$ cat config.mk
export PLATFORM = sky130hd
export DESIGN_NAME = bem_monitor
export DESIGN_NICKNAME = d
export VERILOG_FILES = /design/src/bem_pkg.sv /design/src/bem_monitor.sv
export VERILOG_INCLUDE_DIRS = /design/src
export SDC_FILE = /design/constraint.sdc
export NUM_CORES = 1
export LEC_CHECK = 0
export BUFFER_PORTS_ARGS = -buffer_cell sky130_fd_sc_hd__buf_2
export CAP_MARGIN = 10
export CORE_MARGIN = 2
export CORE_UTILIZATION = 35
export DETAILED_ROUTE_END_ITERATION = 16
export PLACE_DENSITY = 0.58
export RECOVER_POWER = 100
export SYNTH_ARGS = -nofsm -noshare
export SYNTH_HDL_FRONTEND = slang
export SYNTH_SLANG_ARGS = --single-unit
$ cat constraint.sdc
create_clock -name clk -period 6.36 [get_ports clk]
set_input_delay 0.318 -clock clk [delete_from_list [all_inputs] [get_ports clk]]
set_output_delay 0.318 -clock clk [all_outputs]
set_load 0.01 [all_outputs]
$ cat src/bem_defines.svh
// Constants of the binary event monitor: channel count, measurement width, state codes.
// Assumes it is included by its bare name before the package that holds the types.
`ifndef BEM_DEFINES_SVH
`define BEM_DEFINES_SVH

// Eight analog/digital, two resistive and one current loop channel
`define BEM_NCH 11
// Width of one converted measurement and of each threshold or hysteresis setting
`define BEM_MW 12
// One-hot state codes, bit 0 low, bit 1 floating, bit 2 high
`define BEM_CODE_LOW 3'h1
`define BEM_CODE_FLOAT 3'h2
`define BEM_CODE_HIGH 3'h4
// Bit positions of the state codes
`define BEM_BIT_LOW 0
`define BEM_BIT_FLOAT 1
`define BEM_BIT_HIGH 2

`endif

$ cat src/bem_pkg.sv
// Types shared by the binary event monitor.
// Assumes bem_defines.svh is on the include path.
`include "bem_defines.svh"

package bem_pkg;

  // Discrete state of one channel, one-hot
  typedef enum logic [2:0]
  {
    BEM_LOW = `BEM_CODE_LOW,
    BEM_FLOAT = `BEM_CODE_FLOAT,
    BEM_HIGH = `BEM_CODE_HIGH
  } bem_state_e;

endpackage

$ cat src/bem_monitor.sv
// Binary event monitor: a bank of three-state threshold classifiers with hysteresis.
// Assumes measurements and settings come from logic on clk; no synchroniser is needed.
//
// Function
// - Eleven channels: eight inputs, two resistive, one loop
// - Each channel is low, floating or high
// - Lower and upper thresholds bound the floating band
// - Each channel keeps its own thresholds
// - Separate hysteresis for lower and upper threshold
// - Hysteresis stops toggling near a threshold
// - Three state outputs per channel, one-hot
`timescale 1ns/1ps

`include "bem_defines.svh"

module bem_monitor
  import bem_pkg::*;
#(
  parameter int NCH = `BEM_NCH,
  parameter int MW = `BEM_MW
)
(
  input wire logic clk,
  input wire logic srst,
  // Converted measurements, channel i in bits [i*MW +: MW]
  input wire logic [NCH*MW-1:0] meas_in,
  // Lower threshold per channel
  input wire logic [NCH*MW-1:0] lo_thr,
  // Upper threshold per channel
  input wire logic [NCH*MW-1:0] hi_thr,
  // Hysteresis added to the lower threshold when leaving low
  input wire logic [NCH*MW-1:0] lo_hyst,
  // Hysteresis taken from the upper threshold when leaving high
  input wire logic [NCH*MW-1:0] hi_hyst,
  // State outputs, one bit per channel
  output logic [NCH-1:0] state_low,
  output logic [NCH-1:0] state_float,
  output logic [NCH-1:0] state_high
);

  ////////////////////////////////////////////////////////////////////////////////
  // Elaboration checks

  // One channel and a two-bit measurement are the least the compares can serve
  if (NCH < 1 || MW < 2)
  begin : g_bad_param
    $error("bem_monitor: NCH must be at least 1 and MW at least 2");
  end

  ////////////////////////////////////////////////////////////////////////////////
  // State

  // Whole state of the block: one classifier state per channel
  typedef struct packed
  {
    bem_state_e [NCH-1:0] chan;
  } bem_regs_s;

  bem_regs_s state_reg;  // Registered state
  bem_regs_s state_next; // Next state

  ////////////////////////////////////////////////////////////////////////////////
  // Per-channel unpacking and hysteresis sums

  logic [MW-1:0] meas_ch [NCH];   // Measurement of each channel
  logic [MW-1:0] lo_ch [NCH];     // Lower threshold of each channel
  logic [MW-1:0] hi_ch [NCH];     // Upper threshold of each channel
  logic [MW:0] lo_up_ch [NCH];    // Lower threshold plus its hysteresis
  logic [MW:0] meas_up_ch [NCH];  // Measurement plus upper hysteresis

  // One extra bit keeps the sums from wrapping, so a large hysteresis never
  // turns into a small one; the upper compare is moved to the measurement
  // side so that threshold minus hysteresis can never go below zero.
  for (genvar gi = 0; gi < NCH; gi++)
  begin : g_chan
    assign meas_ch[gi] = meas_in[gi*MW +: MW];
    assign lo_ch[gi] = lo_thr[gi*MW +: MW];
    assign hi_ch[gi] = hi_thr[gi*MW +: MW];
    assign lo_up_ch[gi] = {1'b0, lo_ch[gi]} + {1'b0, lo_hyst[gi*MW +: MW]};
    assign meas_up_ch[gi] = {1'b0, meas_ch[gi]} + {1'b0, hi_hyst[gi*MW +: MW]};
  end

  ////////////////////////////////////////////////////////////////////////////////
  // Next-state logic

  // Each channel moves on its own inputs only; from floating the plain
  // thresholds apply, while a latched low or high needs the input to pass the
  // threshold by its hysteresis before it lets go.
  always_comb
  begin
    state_next = state_reg;
    for (int i = 0; i < NCH; i++)
    begin
      case (state_reg.chan[i])
        // Low holds until the input clears lower threshold plus hysteresis
        BEM_LOW:
        begin
          if ({1'b0, meas_ch[i]} > lo_up_ch[i])
          begin
            state_next.chan[i] = (meas_ch[i] > hi_ch[i]) ? BEM_HIGH : BEM_FLOAT;
          end
          else
          begin
            state_next.chan[i] = BEM_LOW;
          end
        end
        // High holds until the input drops below upper threshold minus hysteresis
        BEM_HIGH:
        begin
          if (meas_up_ch[i] < {1'b0, hi_ch[i]})
          begin
            state_next.chan[i] = (meas_ch[i] < lo_ch[i]) ? BEM_LOW : BEM_FLOAT;
          end
          else
          begin
            state_next.chan[i] = BEM_HIGH;
          end
        end
        // Floating band lies between the two thresholds; low wins if they cross
        BEM_FLOAT:
        begin
          if (meas_ch[i] < lo_ch[i])
          begin
            state_next.chan[i] = BEM_LOW;
          end
          else if (meas_ch[i] > hi_ch[i])
          begin
            state_next.chan[i] = BEM_HIGH;
          end
          else
          begin
            state_next.chan[i] = BEM_FLOAT;
          end
        end
        // Any illegal code recovers to floating
        default:
        begin
          state_next.chan[i] = BEM_FLOAT;
        end
      endcase
    end
  end

  ////////////////////////////////////////////////////////////////////////////////
  // State register

  // Reset puts every channel into floating, the state of an unconnected input
  always_ff @(posedge clk)
  begin
    if (srst)
    begin
      for (int i = 0; i < NCH; i++)
      begin
        state_reg.chan[i] <= BEM_FLOAT;
      end
    end
    else
    begin
      state_reg <= state_next;
    end
  end

  ////////////////////////////////////////////////////////////////////////////////
  // Outputs

  // Straight from the one-hot state flops, so exactly one is high per channel
  always_comb
  begin
    for (int i = 0; i < NCH; i++)
    begin
      state_low[i] = state_reg.chan[i][`BEM_BIT_LOW];
      state_float[i] = state_reg.chan[i][`BEM_BIT_FLOAT];
      state_high[i] = state_reg.chan[i][`BEM_BIT_HIGH];
    end
  end

  ////////////////////////////////////////////////////////////////////////////////
  // Assertions, one set per channel

  for (genvar ai = 0; ai < NCH; ai++)
  begin : g_chk

  end
endmodule

Word-level counts from Yosys, hierarchy flattened
Index checks and enable logic that the tools add are counted.
{"block": "totals", "register_bits": 33, "in_bits": 662, "out_inout_bits": 33}
{"block": "classes", "add_sub_neg": 22, "n_lt_le_gt_ge": 44, "n_eq_ne": 33, "muxes": 66}
{"cell": "$add 12x12->13", "n": 22}
{"cell": "$gt 12x13->1", "n": 11}
{"cell": "$lt 13x12->1", "n": 11}
{"cell": "$gt 12x12->1", "n": 11}
{"cell": "$lt 12x12->1", "n": 11}
{"cell": "$mux 3", "n": 44}
{"cell": "$pmux 3 s3", "n": 11}
{"cell": "$eq 3x1->1 const B", "n": 11}
{"cell": "$eq 3x2->1 const B", "n": 11}
{"cell": "$eq 3x3->1 const B", "n": 11}
{"cell": "$mux 2", "n": 11}

Longest topological paths before layout
{"block": "logic_depth", "depth_word": 4, "depth_mapped": 20, "depth_no_buf": 20}

Least setup slack after synthesis
OpenSTA, ideal clock, no wires.
{"block": "synth_timing", "kind": "in2reg", "startpoint": "input port meas_in[120]", "endpoint": "register state_reg, in the netlist state_low[10]", "setup_time_ns": 0.101, "arrival_time_ns": 3.680, "t_required_ns": 6.259, "slack_ns": 2.579, "cell_stages": 20, "path_cell_list": "ha_1 > inv_1 > fa_1 > nor2b_1 > o31a_1 > o211ai_1 > a21boi_0 > o21ai_0 > nand2b_1 > a21oi_1 > xnor2_1 > ha_1 > a21o_1 > a211oi_1 > nand2_1 > a311o_1 > a211oi_1 > a21oi_1 > or4_1 > o41ai_1"}
{"block": "synth_between", "elab_chain_len": 4, "elab_cells_between_ends": 9, "cone_classes": "1 x add/sub; 3 x order compare; 5 x mux"}
{"item": "from (decl)", "line_no": "bem_monitor.sv:26", "rtl": "input wire logic [NCH*MW-1:0] meas_in,"}
{"item": "$add 12x12->13 / $lt 12x12->1 (equally long branches)", "line_no": "bem_monitor.sv:80, bem_monitor.sv:112, bem_monitor.sv:122"}
{"item": "$lt 13x12->1 / $mux 2 (equally long branches)", "line_no": "bem_monitor.sv:110, bem_monitor.sv:112"}
{"item": "$mux 3", "line_no": "bem_monitor.sv:110", "rtl": "if (meas_up_ch[i] < {1'b0, hi_ch[i]})"}
{"item": "$pmux 3 s3 *", "line_no": "bem_monitor.sv:94", "rtl": "case (state_reg.chan[i])"}
{"item": "to (signal assigned)", "line_no": "bem_monitor.sv:159", "rtl": "state_reg <= state_next;"}
{"item": "to (decl)", "line_no": "bem_monitor.sv:59", "rtl": "bem_regs_s state_reg;"}
Mark *: on every way between the ends. The rest lies on a longest branch, timed or not.
A chain may end at the register's enable or synchronous reset.

Worst setup path in the final report
{"block": "layout_timing", "startpoint": "input port meas_in[61]", "endpoint": "register state_reg, in the netlist state_float[5]"}
{"block": "layout_between", "elab_chain_len": 4, "elab_cells_between_ends": 11, "cone_classes": "1 x add/sub; 4 x order compare; 6 x mux"}
{"item": "$add 12x12->13 (tied with other cells)", "line_no": "bem_monitor.sv:80", "rtl": "assign meas_up_ch[gi] = {1'b0, meas_ch[gi]} + {1'b0, hi_hyst[gi*MW +: MW]};"}
{"item": "$lt 13x12->1 (tied with other cells)", "line_no": "bem_monitor.sv:110"}
{"item": "$mux 3 (on tied branches)", "line_no": "bem_monitor.sv:110, bem_monitor.sv:98, bem_monitor.sv:122"}
{"item": "$pmux 3 s3 *", "line_no": "bem_monitor.sv:94"}
Marked as above.

==> flow_summary.toml <==
[timing]
hold_viol_final = 0
fin_crit_sh_pct = 62.8
clock_skew_ns = 0.00650
hold-worst-slack_ns = 0.528
max_freq_mhz = 250
rsz0062_at_grt = "no"
tns_ns = 0
setup_viol = 0
worst_slew_pin_slew_ns = 0.572
slew_violations = 0
relSlewSlack_pct = 61.4
timing.final.crit_period_ns = 4.00
setup_ws_ns = 2.36

[pwr]
vdd_ir_drop_max_mv = 0.0933
leakage_nw = 15.5
finalPower_mw = 3.50
p_per_area_nw_per_um2 = 120

[grt]
grt_max_degree = 28
antenna_found_initial = 54
grtUsageTotal_pct = 22.2
grt_pass1_vias = 24500
grt_overflow_total = 0
grt_pass1_wl_um = 126000

[setup_path]
crit_type = "input pin to register"
worstPathMaxFanout = 5
cp_data_required_time_ns = 6.55
end_kind = "register"
worstPathArrival_ns = 4.18
crit_path_start_kind = "input pin"

[finish]
final_cell_mix = "ha_1, buf_2, inv_1, a21oi_1, nor2_1"
layout-drive-gt1-share_pct = 17.8
fin_nets = 5312
area_growth_pct = 19.9
final_common_cell = "ha_1"
post_layout_nonfiller_instances = 4822

[clocking]
cts-resized-gates = 0
cts_max_level = 2
cts_made_buffers = 5
cts-root-buf = "clkbuf_16"
clock_latency_ns = 0.30
cts.sinks = 33
clock_path_buffers = 2
cts_tree = "yes"
cts.clk_slew.worst_paths_ns = 0.06
cts_setup_buffers = 0
ctsHoldBuffers = 0

[die]
coreArea_um2 = 68600
std_cell_rows = 96
io_pins = 695
die-area_um2 = 71500
initial_core_util_pct = 35.4
die_w_um = 267
die_h_um = 267

[yosys]
synth_warnings = 0
synth_cells = 3159
post-synth-top-area-cell = "ha_1"
syn-num-nets = 4613
async_flop_share_pct = 0
synth_edf_count = 0
avgSynthCellArea_um2 = 7.68
yosysTopAreaCellShare_pct = 39.7
synthTopCellsByArea = "ha_1, inv_1, a21oi_1, xnor2_1, o21ai_0"
netlist_area_um2 = 24300
ys.flop_type = "dfxtp_1"
yosysSeqAreaShare_pct = 2.72
ys_types = 75
synth_seq_cells = 33

[detailed_routing]
drtIter0Drc = 1079
post_drt_via_cell_ratio = 5.23
ant_nets = 0
drtPass1Iterations = 5
drc = 0
wl_um = 82700
wire_per_inst_um = 17.2
routed-via-count = 25200

[place]
dp_worst_setup_slack_ns = 2.11
dp_cells = 4782
dp_hpwl_um = 75100
portBuffers = 694
gp_congestion = 0.933

[run]
drv_cap = 0

[status]
status = "completed"

[worst_hold_path]
worst_hold_path_type = "input pin to register"
-- layer usage --
| layer | share of wire (%) | global-route usage [%] | up-vias |
|---|---|---|---|
| met1 | 44 | 26.9 | 11300 |
| li1 | - | - | 13100 |
| met5 | 0.24 | 0 | - |
| met2 | 46 | 38.1 | 591 |
| met3 | 6.4 | 5.24 | 138 |
| met4 | 2.9 | 7.56 | 34 |
-- synth_stat cells (all sizes together), types with 9 or more instances --
master,n
nand2,102
a2111oi,13
or2,11
xor2,78
a211o,15
nand4,72
or3,17
nor2,228
o2111ai,16
o41ai,20
and3,24
nor4,9
dfxtp,33
a21oi,234
inv,377
o31ai,13
o21bai,35
a31oi,30
o31a,11
and4,10
nor3,111
nand2b,71
a21o,121
xnor2,122
ha,770
nand3,55
o21ai,183
o211ai,28
o21a,62
fa,22
nor2b,90
a211oi,43
a21boi,10
-- state kept, by name, indices dropped and copies added (netlist names) --
signal,count
state_float,11
state_high,11
state_low,11
-- worst max-delay path, stage by stage --
cell and delay, ns:
clkbuf_1 0.19, ha_1 0.26, a21o_1 0.18, a21oi_1 0.28, o21ai_0 0.15, a31oi_1 0.29
nor2_1 0.07, o21a_1 0.19, o41ai_1 0.30, xnor2_1 0.17, ha_1 0.25, and3_1 0.17
a2111oi_0 0.37, o211ai_1 0.15, or3_1 0.40, nand2b_1 0.16, a21o_1 0.18, o311ai_0 0.09
-- kinds of logic after synthesis --
| kind of cell | count (synthesis) | synth area share, % |
|---|---|---|
| xor+xnor | 200 | 7.22 |
| buf+inv | 381 | 5.89 |
| simple gates | 829 | 17.4 |
| fa+ha+maj | 792 | 41.5 |
| flops | 33 | 2.72 |
| compound gates | 922 | 25.1 |
| mux | 2 | 0.0825 |
-- final timing paths --
check                startpoint              to  slack (ns)  cells past startpoint
setup / recovery    meas_in[61]  state_float[5]        2.36                     18
hold / removal      hi_hyst[11]   state_high[0]        0.53                      6
setup reg to reg  state_high[9]   state_high[9]        4.74                      4
hold reg to reg    state_low[4]    state_low[4]        0.57                      1
-- metrics by stage --
| step | area [um^2] | utilization (%) |
|---|---|---|
| 2_1_floorplan | 24300 | - |
| 3_3_place_gp | 28900 | 42.1 |
| 3_5_place_dp | 28900 | 42.1 |
| 4_1_cts | 29100 | 42.4 |
| 5_1_grt | 29100 | 42.4 |
| 6_report | 29100 | 42.4 |
-- layout make-up --
class,count,area (um^2)
diodes,32,80.1
clock buffers,7,153
clock inverters,1,5.00
fillers,7248,39500
inverters,377,1420
multi-input cells,2745,22200
flip-flops and latches,33,661
well taps,931,1160
repair buffers,696,3440
-- report_power, final --
| group | switching (mW) | leakage (nW) | internal (mW) |
|---|---|---|---|
| Clock | 0.118 | 0.0801 | 0.167 |
| Sequential | 0.0595 | 0.272 | 0.253 |
| Combinational | 1.57 | 15.1 | 1.34 |
| Total | 1.74 | 15.5 | 1.76 |
Note: power is estimated with default switching activity, not from simulation.
